$ cat config.mk
export PLATFORM = sky130hd
export DESIGN_NAME = bcb_exec
export DESIGN_NICKNAME = d
export VERILOG_FILES = /design/src/rtl/bcb_pkg.sv /design/src/rtl/bcb_addr_resolve.sv /design/src/rtl/bcb_branch_target.sv /design/src/rtl/bcb_exec.sv
export SDC_FILE = /design/constraint.sdc
export NUM_CORES = 1
export LEC_CHECK = 0
export ABC_AREA = 1
export BUFFER_PORTS_ARGS = -buffer_cell sky130_fd_sc_hd__buf_2
export CAP_MARGIN = 15
export CELL_PAD_IN_SITES_DETAIL_PLACEMENT = 0
export CELL_PAD_IN_SITES_GLOBAL_PLACEMENT = 2
export CORE_AREA = 2 2 155 157
export DETAILED_ROUTE_END_ITERATION = 7
export DIE_AREA = 0 0 157 159
export GPL_TIMING_DRIVEN = 0
export PLACE_DENSITY = 0.89
export SYNTH_ARGS = -nofsm -noshare
export SYNTH_HDL_FRONTEND = slang
export SYNTH_SLANG_ARGS = --single-unit
$ cat constraint.sdc
create_clock -name clock -period 2.7 [get_ports clock]
set_input_delay 0.405 -clock clock [delete_from_list [all_inputs] [get_ports clock]]
set_output_delay 0.405 -clock clock [all_outputs]
set_load 0.02 [all_outputs]
$ cat src/rtl/bcb_pkg.sv
// Constants, encodings and carrier types for the bit-clear and branch executor.
// Assumes a 16-bit instruction word, a 21-bit program counter and a 12-bit data space.
package bcb_pkg;

   // widths
   localparam int PC_W    = 21;
   localparam int DADDR_W = 12;
   localparam int INSTR_W = 16;
   localparam int REG_AW  = 8;
   localparam int REG_DW  = 32;

   // instruction fields
   localparam int          BITCLR_TOP_POS  = 12;
   localparam logic [3:0]  BITCLR_TOP      = 4'h9;
   localparam int          BIT_IDX_POS     = 9;
   localparam int          BANK_SEL_POS    = 8;
   localparam int          UPPER_BYTE_POS  = 8;
   localparam logic [7:0]  OPC_BR_NEG      = 8'hE6;
   localparam logic [7:0]  OPC_BR_NO_CARRY = 8'hE3;
   localparam logic [7:0]  OPC_BR_NOT_NEG  = 8'hE7;
   localparam logic [7:0]  OPC_BR_NO_OVF   = 8'hE5;
   localparam logic [7:0]  OPC_BR_NONZERO  = 8'hE1;

   // addressing
   localparam logic [7:0]  IDX_LIMIT       = 8'h5F;
   localparam logic [3:0]  ACCESS_LOW_PAGE = 4'h0;
   localparam logic [3:0]  ACCESS_HI_PAGE  = 4'hF;
   localparam int          ACCESS_HI_POS   = 7;
   localparam logic [PC_W-1:0] PC_STEP     = 21'h00_0002;

   // register offsets
   localparam logic [REG_AW-1:0] OFS_CTRL   = 8'h00;
   localparam logic [REG_AW-1:0] OFS_BANK   = 8'h04;
   localparam logic [REG_AW-1:0] OFS_STATUS = 8'h08;
   localparam logic [REG_AW-1:0] OFS_TARGET = 8'h0C;

   // field positions and reset values
   localparam int          CTRL_EXT_POS     = 0;
   localparam int          STAT_BUSY_POS    = 0;
   localparam int          STAT_TAKEN_POS   = 1;
   localparam int          STAT_NOP_POS     = 2;
   localparam int          STAT_PHASE_POS   = 4;
   localparam logic        EXT_RESET        = 1'b0;
   localparam logic [3:0]  BANK_RESET       = 4'h0;

   typedef enum logic [1:0] {PH_Q1, PH_Q2, PH_Q3, PH_Q4} bcb_phase_type;
   typedef enum logic [1:0] {OP_NONE, OP_BITCLR, OP_BRANCH} bcb_op_type;
   typedef enum logic [2:0] {
      BR_NEG, BR_NO_CARRY, BR_NOT_NEG, BR_NO_OVF, BR_NONZERO
   } bcb_cond_type;

   typedef struct packed {
      logic negative;
      logic overflow;
      logic zero;
      logic carry;
   } bcb_flags_type;

   typedef struct packed {
      logic               rdEn;
      logic               wrEn;
      logic [DADDR_W-1:0] addr;
      logic [7:0]         wrData;
   } bcb_mem_req_type;

endpackage

$ cat src/rtl/bcb_addr_resolve.sv
// Data-address former for the bit-clear operand.
// Assumes bank pointer and index base are stable while the instruction runs.
`timescale 1ns/1ps
module bcb_addr_resolve (
   // operand
   input  wire logic [7:0]                  fileAddr,
   input  wire logic                        bankSel,
   // mode and bases
   input  wire logic                        extEnable,
   input  wire logic [3:0]                  bankPtr,
   input  wire logic [bcb_pkg::DADDR_W-1:0] idxBase,
   // result
   output logic      [bcb_pkg::DADDR_W-1:0] dataAddr,
   output logic                             idxMode
);

   // indexed literal offset only in the low part of the quick-access bank
   assign idxMode = extEnable && !bankSel && (fileAddr <= bcb_pkg::IDX_LIMIT);

   // pick one of four address forms
   always_comb begin
      if (idxMode) begin
         dataAddr = idxBase + {4'h0, fileAddr};
      end else if (bankSel) begin
         dataAddr = {bankPtr, fileAddr};
      end else if (fileAddr[bcb_pkg::ACCESS_HI_POS]) begin
         dataAddr = {bcb_pkg::ACCESS_HI_PAGE, fileAddr};
      end else begin
         dataAddr = {bcb_pkg::ACCESS_LOW_PAGE, fileAddr};
      end
   end

endmodule

$ cat src/rtl/bcb_branch_target.sv
// Relative branch target adder.
// Assumes instrAddr is the address of the branch word itself.
`timescale 1ns/1ps
module bcb_branch_target (
   // inputs
   input  wire logic [bcb_pkg::PC_W-1:0] instrAddr,
   input  wire logic [7:0]               offset,
   // result
   output logic      [bcb_pkg::PC_W-1:0] target
);

   logic [bcb_pkg::PC_W-1:0] twiceOffset;

   // sign extend and double; wraps modulo the counter width
   assign twiceOffset = {{(bcb_pkg::PC_W - 9){offset[7]}}, offset, 1'b0};
   assign target      = instrAddr + bcb_pkg::PC_STEP + twiceOffset;

endmodule

$ cat src/rtl/bcb_exec.sv
// Decode and execute for bit-clear and five conditional relative branches.
// Assumes fetch, flags and data memory share this clock; memory answers a read in the cycle its strobe stands.
//
// Contract
// - bit-clear zeroes indexed bit, keeps others
// - bank bit 0 selects quick-access bank
// - bank bit 1 uses bank pointer
// - extended mode, low file: indexed offset
// - negative branch taken when negative set
// - upper byte E6 decodes negative branch
// - no-carry branch taken when carry clear
// - upper byte E3 decodes no-carry branch
// - not-negative branch taken when negative clear
// - upper byte E7 decodes not-negative branch
// - E5 branch taken when overflow clear
// - E1 branch taken when zero clear
// - offset signed, doubled, added to counter
// - target is address plus two plus 2n
// - branch one cycle, two when taken
`timescale 1ns/1ps
module bcb_exec (
   // clock and reset
   input  wire logic                          clock,
   input  wire logic                          resetn,
   // software register port
   input  wire logic [bcb_pkg::REG_AW-1:0]    regAddr,
   input  wire logic [bcb_pkg::REG_DW-1:0]    regWrData,
   input  wire logic                          regWrite,
   input  wire logic                          regRead,
   output logic      [bcb_pkg::REG_DW-1:0]    regRdData,
   // instruction fetch
   input  wire logic [bcb_pkg::INSTR_W-1:0]   instrWord,
   input  wire logic                          instrValid,
   input  wire logic [bcb_pkg::PC_W-1:0]      instrAddr,
   output logic                               instrTake,
   output logic                               flushFetch,
   // program counter
   output logic                               pcLoad,
   output logic      [bcb_pkg::PC_W-1:0]      pcTarget,
   // status flags
   input  wire bcb_pkg::bcb_flags_type        flagsIn,
   output logic                               statusWrite,
   // data memory
   input  wire logic [bcb_pkg::DADDR_W-1:0]   idxBase,
   output bcb_pkg::bcb_mem_req_type           memReq,
   input  wire logic [7:0]                    memRdData
);

   // phase and instruction state
   bcb_pkg::bcb_phase_type      phase_ff;
   bcb_pkg::bcb_phase_type      nxt_phase;
   bcb_pkg::bcb_op_type         opKind_ff;
   bcb_pkg::bcb_op_type         nxt_opKind;
   bcb_pkg::bcb_cond_type       cond_ff;
   bcb_pkg::bcb_cond_type       nxt_cond;
   logic [bcb_pkg::INSTR_W-1:0] instr_ff;
   logic [bcb_pkg::PC_W-1:0]    instrAddr_ff;
   logic                        nopCycle_ff;
   logic                        taken_ff;
   logic [7:0]                  modData_ff;

   // software visible state
   logic                        extEnable_ff;
   logic [3:0]                  bankPtr_ff;
   logic                        lastTaken_ff;
   logic [bcb_pkg::REG_DW-1:0]  regRdData_ff;

   // outputs held in flops
   logic                        pcLoad_ff;
   logic [bcb_pkg::PC_W-1:0]    pcTarget_ff;
   bcb_pkg::bcb_mem_req_type    memReq_ff;

   // decode and datapath helpers
   logic [2:0]                  bitIdx;
   logic                        bankSel;
   logic [7:0]                  fileAddr;
   logic [7:0]                  offsetField;
   logic [7:0]                  upperByte;
   logic [7:0]                  clearMask;
   logic [bcb_pkg::DADDR_W-1:0] resolvedAddr;
   logic                        idxMode;
   logic [bcb_pkg::PC_W-1:0]    branchTarget;
   logic                        condMet;
   logic                        startNew;
   logic                        takenSet;
   logic                        takenClr;

   // fields of the instruction latched at the first phase; upperByte comes from the incoming word
   assign bitIdx      = instr_ff[bcb_pkg::BIT_IDX_POS +: 3];
   assign bankSel     = instr_ff[bcb_pkg::BANK_SEL_POS];
   assign fileAddr    = instr_ff[7:0];
   assign offsetField = instr_ff[7:0];
   assign upperByte   = instrWord[bcb_pkg::UPPER_BYTE_POS +: 8];

   // fetch handshake: take a word at Q1 unless the slot is a discard cycle
   assign startNew   = (phase_ff == bcb_pkg::PH_Q1) && instrValid && !nopCycle_ff;
   assign instrTake  = (phase_ff == bcb_pkg::PH_Q1) && !nopCycle_ff;
   assign flushFetch = nopCycle_ff;

   // flags are only ever read here
   assign statusWrite = 1'b0;

   assign pcLoad    = pcLoad_ff;
   assign pcTarget  = pcTarget_ff;
   assign memReq    = memReq_ff;
   assign regRdData = regRdData_ff;

   // operand address for the bit-clear
   bcb_addr_resolve u_addr (
      .fileAddr  (fileAddr),
      .bankSel   (bankSel),
      .extEnable (extEnable_ff),
      .bankPtr   (bankPtr_ff),
      .idxBase   (idxBase),
      .dataAddr  (resolvedAddr),
      .idxMode   (idxMode)
   );

   // relative target from the branch word's own address
   bcb_branch_target u_target (
      .instrAddr (instrAddr_ff),
      .offset    (offsetField),
      .target    (branchTarget)
   );

   // four-phase instruction cycle, one clock per phase
   always_comb begin
      case (phase_ff)
         bcb_pkg::PH_Q1: nxt_phase = bcb_pkg::PH_Q2;
         bcb_pkg::PH_Q2: nxt_phase = bcb_pkg::PH_Q3;
         bcb_pkg::PH_Q3: nxt_phase = bcb_pkg::PH_Q4;
         bcb_pkg::PH_Q4: nxt_phase = bcb_pkg::PH_Q1;
         default:        nxt_phase = bcb_pkg::PH_Q1;
      endcase
   end

   always_ff @(posedge clock or negedge resetn) begin
      if (!resetn) begin
         phase_ff <= bcb_pkg::PH_Q1;
      end else begin
         phase_ff <= nxt_phase;
      end
   end

   // decode of the incoming word; other opcodes belong to other units
   always_comb begin
      nxt_opKind = bcb_pkg::OP_NONE;
      nxt_cond   = bcb_pkg::BR_NEG;
      if (instrWord[bcb_pkg::BITCLR_TOP_POS +: 4] == bcb_pkg::BITCLR_TOP) begin
         nxt_opKind = bcb_pkg::OP_BITCLR;
      end else begin
         case (upperByte)
            bcb_pkg::OPC_BR_NEG: begin
               nxt_opKind = bcb_pkg::OP_BRANCH;
               nxt_cond   = bcb_pkg::BR_NEG;
            end
            bcb_pkg::OPC_BR_NO_CARRY: begin
               nxt_opKind = bcb_pkg::OP_BRANCH;
               nxt_cond   = bcb_pkg::BR_NO_CARRY;
            end
            bcb_pkg::OPC_BR_NOT_NEG: begin
               nxt_opKind = bcb_pkg::OP_BRANCH;
               nxt_cond   = bcb_pkg::BR_NOT_NEG;
            end
            bcb_pkg::OPC_BR_NO_OVF: begin
               nxt_opKind = bcb_pkg::OP_BRANCH;
               nxt_cond   = bcb_pkg::BR_NO_OVF;
            end
            bcb_pkg::OPC_BR_NONZERO: begin
               nxt_opKind = bcb_pkg::OP_BRANCH;
               nxt_cond   = bcb_pkg::BR_NONZERO;
            end
            default: begin
               nxt_opKind = bcb_pkg::OP_NONE;
               nxt_cond   = bcb_pkg::BR_NEG;
            end
         endcase
      end
   end

   // latch instruction at Q1; kind drops back to none at the end of Q4
   always_ff @(posedge clock or negedge resetn) begin
      if (!resetn) begin
         opKind_ff    <= bcb_pkg::OP_NONE;
         cond_ff      <= bcb_pkg::BR_NEG;
         instr_ff     <= 16'h0000;
         instrAddr_ff <= 21'h00_0000;
      end else if (startNew) begin
         opKind_ff    <= nxt_opKind;
         cond_ff      <= nxt_cond;
         instr_ff     <= instrWord;
         instrAddr_ff <= instrAddr;
      end else if (phase_ff == bcb_pkg::PH_Q4) begin
         opKind_ff    <= bcb_pkg::OP_NONE;
      end
   end

   // branch condition against the live flags
   always_comb begin
      case (cond_ff)
         bcb_pkg::BR_NEG:      condMet = flagsIn.negative;
         bcb_pkg::BR_NO_CARRY: condMet = !flagsIn.carry;
         bcb_pkg::BR_NOT_NEG:  condMet = !flagsIn.negative;
         bcb_pkg::BR_NO_OVF:   condMet = !flagsIn.overflow;
         bcb_pkg::BR_NONZERO:  condMet = !flagsIn.zero;
         default:              condMet = 1'b0;
      endcase
   end

   // condition sampled in Q3 so flags written by the previous Q4 are seen
   always_ff @(posedge clock or negedge resetn) begin
      if (!resetn) begin
         taken_ff <= 1'b0;
      end else if (phase_ff == bcb_pkg::PH_Q3) begin
         taken_ff <= (opKind_ff == bcb_pkg::OP_BRANCH) && condMet;
      end else if (phase_ff == bcb_pkg::PH_Q1) begin
         taken_ff <= 1'b0;
      end
   end

   // counter load: one-clock pulse after Q4 of a taken branch
   always_ff @(posedge clock or negedge resetn) begin
      if (!resetn) begin
         pcLoad_ff   <= 1'b0;
         pcTarget_ff <= 21'h00_0000;
      end else if ((phase_ff == bcb_pkg::PH_Q4) && taken_ff) begin
         pcLoad_ff   <= 1'b1;
         pcTarget_ff <= branchTarget;
      end else begin
         pcLoad_ff   <= 1'b0;
      end
   end

   // discard cycle: the word already fetched behind a taken branch is dropped
   always_ff @(posedge clock or negedge resetn) begin
      if (!resetn) begin
         nopCycle_ff <= 1'b0;
      end else if (phase_ff == bcb_pkg::PH_Q4) begin
         nopCycle_ff <= taken_ff && !nopCycle_ff;
      end
   end

   // single-bit clear mask, one generate lane per data bit
   for (genvar gi = 0; gi < 8; gi++) begin : g_mask
      assign clearMask[gi] = (bitIdx != gi[2:0]);
   end

   // read in Q2, modify in Q3, write back in Q4
   always_ff @(posedge clock or negedge resetn) begin
      if (!resetn) begin
         memReq_ff  <= '0;
         modData_ff <= 8'h00;
      end else begin
         memReq_ff.rdEn <= 1'b0;
         memReq_ff.wrEn <= 1'b0;
         if (opKind_ff == bcb_pkg::OP_BITCLR) begin
            case (phase_ff)
               bcb_pkg::PH_Q2: begin
                  memReq_ff.addr <= resolvedAddr;
                  memReq_ff.rdEn <= 1'b1;
               end
               bcb_pkg::PH_Q3: begin
                  modData_ff <= memRdData & clearMask;
               end
               bcb_pkg::PH_Q4: begin
                  memReq_ff.wrEn   <= 1'b1;
                  memReq_ff.wrData <= modData_ff;
               end
               default: begin
                  memReq_ff.rdEn <= 1'b0;
               end
            endcase
         end
      end
   end

   // control registers written by software
   always_ff @(posedge clock or negedge resetn) begin
      if (!resetn) begin
         extEnable_ff <= bcb_pkg::EXT_RESET;
         bankPtr_ff   <= bcb_pkg::BANK_RESET;
      end else if (regWrite) begin
         if (regAddr == bcb_pkg::OFS_CTRL) begin
            extEnable_ff <= regWrData[bcb_pkg::CTRL_EXT_POS];
         end
         if (regAddr == bcb_pkg::OFS_BANK) begin
            bankPtr_ff <= regWrData[3:0];
         end
      end
   end

   // sticky taken flag; a new taken branch beats a software clear
   assign takenSet = pcLoad_ff;
   assign takenClr = regWrite && (regAddr == bcb_pkg::OFS_STATUS)
                     && regWrData[bcb_pkg::STAT_TAKEN_POS];

   always_ff @(posedge clock or negedge resetn) begin
      if (!resetn) begin
         lastTaken_ff <= 1'b0;
      end else if (takenSet) begin
         lastTaken_ff <= 1'b1;
      end else if (takenClr) begin
         lastTaken_ff <= 1'b0;
      end
   end

   // read data valid the cycle after the strobe; unmapped reads give zero
   always_ff @(posedge clock or negedge resetn) begin
      if (!resetn) begin
         regRdData_ff <= 32'h0000_0000;
      end else if (regRead) begin
         regRdData_ff <= 32'h0000_0000;
         case (regAddr)
            bcb_pkg::OFS_CTRL: begin
               regRdData_ff[bcb_pkg::CTRL_EXT_POS] <= extEnable_ff;
            end
            bcb_pkg::OFS_BANK: begin
               regRdData_ff[3:0] <= bankPtr_ff;
            end
            bcb_pkg::OFS_STATUS: begin
               regRdData_ff[bcb_pkg::STAT_BUSY_POS]      <= (opKind_ff != bcb_pkg::OP_NONE);
               regRdData_ff[bcb_pkg::STAT_TAKEN_POS]     <= lastTaken_ff;
               regRdData_ff[bcb_pkg::STAT_NOP_POS]       <= nopCycle_ff;
               regRdData_ff[bcb_pkg::STAT_PHASE_POS +: 2] <= phase_ff;
            end
            bcb_pkg::OFS_TARGET: begin
               regRdData_ff[bcb_pkg::PC_W-1:0] <= pcTarget_ff;
            end
            default: begin
               regRdData_ff <= 32'h0000_0000;
            end
         endcase
      end else begin
         regRdData_ff <= 32'h0000_0000;
      end
   end

endmodule

## Word level (Yosys, flattened, before mapping)

Cells that the tools add are included.

| storage, ports and cells | value |
|---|---|
| bits in registers | 132 |
| bits of input ports | 106 |
| word-level logic and storage cells | 105 |
| output and inout bits | 79 |

| operators by class | value |
|---|---|
| reduce and logical (&&, ||, !) cells | 30 |
| bitwise gates (word level) | 1 |
| add/subtract/negate cells | 3 |
| order comparisons | 1 |
| mux-type cells | 27 |
| eq/ne operators | 25 |

Operators by type and width:

| cell | count |
|---|---|
| $mux 12 | 4 |
| $eq 8x8->1 const B | 5 |
| $mux 22 | 1 |
| $add 21x2->21 const B | 1 |
| $add 21x21->21 | 1 |
| $mux 21 | 1 |
| $eq 8x4->1 const B | 2 |
| $mux 15 | 1 |
| $add 12x8->12 | 1 |
| $ne 3x3->1 const B | 4 |
| $pmux 3 s4 | 1 |
| $logic_and 1x1->1 | 10 |
| $reduce_and 2->1 | 5 |
| $and 8x8->8 | 1 |
| $eq 8x3->1 const B | 1 |
| $le 8x7->1 const B | 1 |
| $logic_not 8->1 | 1 |
| $mux 2 | 4 |
| $mux 8 | 1 |
| $pmux 2 s4 | 1 |
| $reduce_bool 2->1 | 4 |
| $mux 1 | 7 |
| $eq 2x2->1 const B | 3 |
| $eq 3x2->1 const B | 2 |
| 17 further kinds | 24 |

## Longest topological paths before layout

Gate-level depths: netlist (run 1).

| depth | value |
|---|---|
| depth in word-level cells | 6 |
| mapped depth | 16 |
| depth with buffers taken out | 16 |

## Modules after synthesis

From an unflattened synthesis (run 1), not the netlist that was laid out.

| unflattened totals | value |
|---|---|
| cell total of the unflattened synthesis | 916 |
| area total of the unflattened synthesis | 7,061.8 um^2 |

Modules (own cells, without submodules):

| module | cells an instance | instances | area an instance (um^2) | sequential area each (um^2) |
|---|---|---|---|---|
| bcb_exec | 552 | 1 | 4,961.0 | 3,027.9 |
| bcb_branch_target | 221 | 1 | 1,346.3 | 0.0 |
| bcb_addr_resolve | 143 | 1 | 754.5 | 0.0 |

## Least setup slack after synthesis (run 1)

Ideal clock, no wire load.

| timing | value |
|---|---|
| kind | reg-to-reg |
| start | register instr_ff[1] in the netlist's numbering |
| end | register pcTarget_ff (netlist bit pcTarget[14]) |
| path slack | 0.633 ns |
| setup time | 0.117 ns |
| data required time | 2.583 ns |
| stages on the path, launching flop included | 15 |
| arrival | 1.949 ns |
| path buffers | 0 |
| period minus slack after synthesis | 2.067 ns |
| cells stage by stage | dfrtp_1 > ha_1 > ha_1 > inv_1 > fa_1 > inv_1 > nand3_1 > nand3_1 > nand2_1 > nand2_1 > nand2_1 > nand2_1 > nand2_1 > nand3_1 > nand2_1 |

| between the ends | value |
|---|---|
| word-level cells in the longest chain between the ends | 1 |

Ends and longest elaborated chain:

| item | line | source |
|---|---|---|
| start, declared | bcb_exec.sv:56 | `logic [bcb_pkg::INSTR_W-1:0] instr_ff;` |
| start signal, assigned | bcb_exec.sv:191 | `instr_ff <= instrWord;` |
| $add 21x21->21 | bcb_branch_target.sv:16 | `assign target = instrAddr + bcb_pkg::PC_STEP + twiceOffset;` |
| end signal, assigned | bcb_exec.sv:228 | `pcTarget_ff <= branchTarget;` |
| end, declared | bcb_exec.sv:70 | `logic [bcb_pkg::PC_W-1:0] pcTarget_ff;` |

Every way passes these cells.
A chain may end at the register's enable or synchronous reset.

## Worst setup path after layout (run 1)

Ends and elaborated chain as after synthesis.

==> results.cfg, run 1 <==
[yosys]
yosysTopAreaCell = dfrtp_1
synth.avg_cell_area_um2 = 7.959
ys_seq_area_frac = 0.4403
synth_area_leaders = dfrtp_1, nand2_1, ha_1, inv_1, nand3_1
synth_top_area_frac = 0.4403
synth_seq_cells = 121
synth_cell_types = 45
async_reset_ff_frac = 1.000
synth.cell_area_um2 = 6877
synth-main-ff-cell = dfrtp_1
yosys.cell_count.top_type = nand2_1
ys_warn_count = 0
synth_cells = 864
synth_common_cells = nand2_1, dfrtp_1, inv_1
synth_enable_flop_cells = 0

[global_routing]
use_met2 = 0.2440
overflow = 0
grt_pass1_wl_um = 30530
grt.total_usage = 0.1569
grt_pass1_vias = 5954
met1_usage = 0.2150
top_usage_layer = met2
grt_start_max_net_pins = 77
antenna_found_initial = 1
use_met3 = 0.03865

[pwr]
power_frac_seq = 0.374
p_per_area_nw_per_um2 = 628.2
internal-power_mw = 3.769
power_frac_comb = 0.201
vdd_drop_max_v = 0.0004233
power_frac_clock = 0.424
p_leak_nw = 4.727
power_mw = 5.457
p_sw_frac = 0.3093
switching_power_mw = 1.688

[hold_path]
hold_depth = 3
whs_endpoint = instrAddr_ff[15]
hold_class = in2reg
hold_start = instrAddr[15]

[sta]
setup_ws_ps = 266.4
hold_viol_final = 0
whs_ps = 178.0
slew_viol_final = 0
setup_viol_count_final = 0
fin_crit_sh = 0.9013
tns_ps = 0
skew_ps = 7.321
rsz0062_at_grt = no
fin_crit_ps = 2434
fmax_mhz = 410.9

[place]
placed_cells = 1339
pre_cts_slack_ps = 178.2
port_buffers = 144
finalWeightedCongestion = 0.8363
placed_area_um2 = 8071
hpwl_um = 14980

[worst_setup_path]
path_common_cell = nand2_1
crit_fanout = 5
cp-end-kind = flop
critical_path_class = reg2reg
crit_arrival_ps = 2740
cp_data_required_time_ps = 3010
cp_cell_sequence = ha_1 -> ha_1 -> inv_1 -> fa_1 -> inv_1 -> nand3_1 -> nand3_1 -> nand2_1 -> nand2_1 -> nand2_1 -> nand2_1 -> nand2_1 -> nand3_1 -> nand2_1
ff2ff_setup_slack_ps = 270
critical_path.slowest_cell = dfrtp_1
cp-startpoint = instr_ff[1]
rr_worst_depth = 14
cp-start-kind = flop
r2r-end = pcTarget[14]
regToRegStartpoint = instr_ff[1]
max_stage_delay_ps = 460

[status]
outcome = complete, no violations

[cts]
cts_buffers = 17
cts.sinks = 121
clockRootBuffer = clkbuf_16
cts_tree = yes
cts.htree.levels = 4
insertion_delay_ps = 410
cts_buffer_depth = 2
path_clk_slew_ps = 60

[cells_and_area]
fin_util = 0.3746
num_antenna_cells = 0
layout-drive-gt1-share = 0.2270
syn_to_final_growth_pct = 26.33
final_area_um2 = 8687
final-instance-count-excl-fill = 1372
final_nets = 1197
fillers = 2410

[die]
initial_core_util = 0.2965
die_w_um = 157
die_h_um = 159
fp.coreArea_um2 = 23190
num_io_pins = 185
dieArea_um2 = 24960
placement_rows = 56

[drt]
drc = 0
final_antenna_net_count = 0
routed_wl_um = 18890
via_count = 5961
viasPerCell = 4.345
initialDrtViolationCount = 255
wl_per_cell_um = 13.77
dr.pass1.iters = 4

[run]
drv_cap = 0
## worst max path at each step
| stage | to | slack, ps | cells after the start |
|---|---|---|---|
| 6_report | pcTarget[14] | 270 | 14 |
| 5_1_grt | pcTarget[18] | 8 | 14 |
| 4_1_cts | pcTarget[11] | 160 | 8 |
| 3_5_place_dp | pcTarget[11] | 180 | 8 |
| 3_3_place_gp | memReq[11] | -410 | 1 |
| 2_1_floorplan | pcTarget[14] | 630 | 14 |
## power by group through the flow
stage          clock network [mW]  registers, mW  logic, mW
3_3_place_gp                    0           2.08       1.09
4_1_cts                      2.36           2.05       1.12
3_5_place_dp                    0           2.08       1.10
2_1_floorplan                   0           2.14      0.671
6_report                     2.32           2.04       1.10
5_1_grt                      2.45           2.06       1.27
## metal layers
metal / part of all wire / wire, µm / up-vias
met3: 0.048 / 912 / 25
met5: 0.00058 / 11 / -
met4: 0.017 / 313 / 2
met2: 0.45 / 8480 / 122
met1: 0.49 / 9169 / 2687
li1: - / - / 3125
## critical path: cells and delay by family, from the launching register on
family,cells,cell delay (ps)
buffers and inverters,2,210
flip-flops,1,460
adder cells (fa/ha/maj),3,900
AND/OR/NAND/NOR,9,760
## timing repair
action / 4_1_cts / 5_1_grt
endpoints found under the hold margin: 45 / 0
hold buffers: 1 / 0
gates resized for setup: 0 / 1
buffers inserted: 0 / 0
endpoints found under the setup margin: 0 / 2
## final cells by class
class | instances | area, µm² | area share
Clock inverter | 14 | 165.2 | 0.01901
Buffer | 28 | 173.9 | 0.02002
Inverter | 110 | 414.1 | 0.04767
Clock buffer | 18 | 439.2 | 0.05055
Sequential cell | 121 | 3029 | 0.3487
Tap cell | 319 | 399.1 | 0.04595
Multi-Input combinational cell | 616 | 3302 | 0.3801
Timing Repair Buffer | 146 | 764.5 | 0.08800
## cells by family (layout without fill, tap and decap cells)
logic type,after synthesis,after routing,share of synthesized area
AO/OA/AOI/OAI,119,119,0.09880
XOR/XNOR,10,10,0.01274
adder cells (fa/ha/maj),51,51,0.09498
buffers and inverters,138,316,0.08551
flip-flops,121,121,0.4403
other,1,12,0.0005453
AND/OR/NAND/NOR,424,424,0.2671
## registers in the layout, indices dropped and copies added (netlist names)
register      count
regRdData        21
phase_ff          2
instr_ff         12
memReq           22
bankPtr_ff        4
taken_ff          1
instrAddr_ff     21
pcTarget         21
pcLoad            1
lastTaken_ff      1
flushFetch        1
opKind_ff         2
modData_ff        8
extEnable_ff      1
cond_ff           3
## cells in the final DEF (no fill, tap or decap), types with 4 or more instances in the layout
master | netlist | final
a21oi_1 | 35 | 35
or2_2 | 4 | 4
a211oi_1 | 4 | 4
a2bb2oi_1 | 4 | 4
o21ai_1 | 14 | 14
buf_4 | 12 | 12
inv_1 | 103 | 103
o311ai_0 | 6 | 6
nand3_2 | 5 | 5
o21ai_0 | 39 | 39
buf_2 | 13 | 156
xor2_1 | 4 | 4
nor3_1 | 7 | 7
nand3b_1 | 4 | 4
xnor2_1 | 6 | 6
nand4_1 | 7 | 7
nor2_1 | 48 | 48
inv_2 | 6 | 6
clkinv_4 | 0 | 6
o22ai_1 | 4 | 4
nand2_1 | 276 | 276
ha_1 | 49 | 49
clkbuf_16 | 0 | 17
nand3_1 | 51 | 51
dfrtp_1 | 121 | 120
conb_1 | 1 | 12
nor2_2 | 11 | 11
Note: power is estimated with default switching activity, not from simulation.
==> run 2: changes to the inputs <==
--- a/config.mk
+++ b/config.mk
@@ -6,7 +6,7 @@
 export NUM_CORES = 1
 export LEC_CHECK = 0
 export ABC_AREA = 1
-export BUFFER_PORTS_ARGS = -buffer_cell sky130_fd_sc_hd__buf_2
+export BUFFER_PORTS_ARGS = -buffer_cell sky130_fd_sc_hd__clkbuf_2
 export CAP_MARGIN = 15
 export CELL_PAD_IN_SITES_DETAIL_PLACEMENT = 0
 export CELL_PAD_IN_SITES_GLOBAL_PLACEMENT = 2
==> results.cfg, run 2 (synthesized netlist as in run 1, its figures left out) <==
[cells_and_area]
num_antenna_cells = 0
syn_to_final_growth_pct = 26.67
final_nets = 1197
largest_reg_flops = 22
final_area_um2 = 8711
mostFrequentLayoutCells = nand2_1, clkbuf_2, dfrtp_1, inv_1, nand3_1
final-instance-count-excl-fill = 1372
layout-drive-gt1-share = 0.2270
fin_util = 0.3756
layout.cells.most_common = nand2_1

[die]
die_h_um = 159
dieArea_um2 = 24960
die_w_um = 157
placement_rows = 56
num_io_pins = 185
fp.coreArea_um2 = 23190
initial_core_util = 0.2965

[global_routing]
grt.total_usage = 0.1576
overflow = 0
grt_start_max_net_pins = 85
grt_pass1_vias = 5999
grt_pass1_wl_um = 30840
antenna_found_initial = 0

[sta]
maxSlewHeadroom = 0.6662
fmax_mhz = 415.2
skew_ps = 7.626
hold_viol_final = 0
fin_crit_ps = 2408
rsz0062_at_grt = no
slew_viol_final = 0
worst_slew_pin_slew_ps = 500.7
setup_viol_count_final = 0
whs_ps = 178.9
fin_crit_sh = 0.8920
tns_ps = 0

[cts]
insertion_delay_ps = 420
cts_buffer_depth = 2
cts.htree.levels = 4
clockRootBuffer = clkbuf_16
cts_tree = yes
postCtsSetupBuffers = 0
cts.sinks = 121
path_clk_slew_ps = 60
cts_buffers = 17

[drt]
drc = 0
final_antenna_net_count = 0
wl_per_cell_um = 13.80
dr.pass1.iters = 4
via_count = 5954
viasPerCell = 4.340
initialDrtViolationCount = 331
routed_wl_um = 18940

[place]
placed_cells = 1339
hpwl_um = 14990
finalWeightedCongestion = 0.8383
placed_area_um2 = 8074
port_buffers = 144

[worst_setup_path]
crit_arrival_ps = 2720
critical_path_class = reg2reg
cp-end-kind = flop
cp_data_required_time_ps = 3010
crit_fanout = 5
cp-start-kind = flop

[pwr]
p_leak_nw = 4.712
p_per_area_nw_per_um2 = 639.5
vdd_drop_max_v = 0.0003932

[status]
outcome = complete, no violations

[run]
drv_cap = 0

[hold_path]
hold_class = in2reg
run 2: cell types whose count changed in the layout (fill, tap and decap cells not counted):
cell	before	now
clkbuf_2	0	143
inv_6	3	5
clkinv_4	6	3
clkbuf_8	1	2
bufinv_16	2	3
buf_6	2	1
buf_2	156	13
run 2: worst paths after layout:
check / to / slack (ps) / start / depth (start not counted)
min reg2reg: instrAddr_ff[2] / 480 / instrAddr_ff[2] / 2
max: pcTarget[14] / 290 / instr_ff[1] / 14
min in group asynchronous: regRdData[19] / 450 / resetn / 2
min: instrAddr_ff[15] / 180 / instrAddr[15] / 3
max in group asynchronous: instr_ff[7] / 1510 / resetn / 3
max reg2reg: pcTarget[14] / 290 / instr_ff[1] / 14
run 2: power breakdown:
group | leakage [nW] | switching, mW | internal [mW]
Clock | 0.300 | 0.926 | 1.50
Sequential | 1.56 | 0.0984 | 1.95
Combinational | 2.85 | 0.683 | 0.413
run 2: area by class of cell:
cell class / count / area (µm²)
clock buffers: 18 / 439.2
flip-flops and latches: 121 / 3029
multi-input cells: 616 / 3302
inverters: 110 / 414.1
fillers: 2429 / 14480
well taps: 319 / 399.1
clock inverters: 14 / 186.4
repair buffers: 146 / 767.0
plain buffers: 28 / 173.9
run 2: what timing repair did:
item,in CTS,in global routing
endpoints found under the hold margin,37,0
hold buffers,1,0
endpoints found under the setup margin,0,3
gates resized for setup,0,1
run 2: worst max-delay path, stage by stage, from the launching register on:
cell	delay, ps
dfrtp_1	460
ha_1	330
ha_1	190
inv_1	70
fa_1	370
inv_1	140
nand3_1	80
nand3_1	120
nand2_1	80
nand2_1	140
nand2_1	80
nand2_1	60
nand2_1	40
nand3_1	80
nand2_1	50
run 2: per-layer routing:
metal	part of all wire	vias up	global-route usage	routed length [µm]
li1	-	3119	-	-
met1	0.50	2700	0.2180	9401
met2	0.44	121	0.2470	8389
met3	0.047	14	0.03511	883
met4	0.014	0	0.04504	264
met5	0	-	0	0
run 2: through the flow:
stage | power (mW) | worst slack, ps
global route | 5.885 | 52.74
floorplan | 2.807 | 633.1
detailed placement | 3.179 | 206.8
CTS | 5.634 | 184.8
global placement | 3.171 | -744.9
finish | 5.570 | 291.6
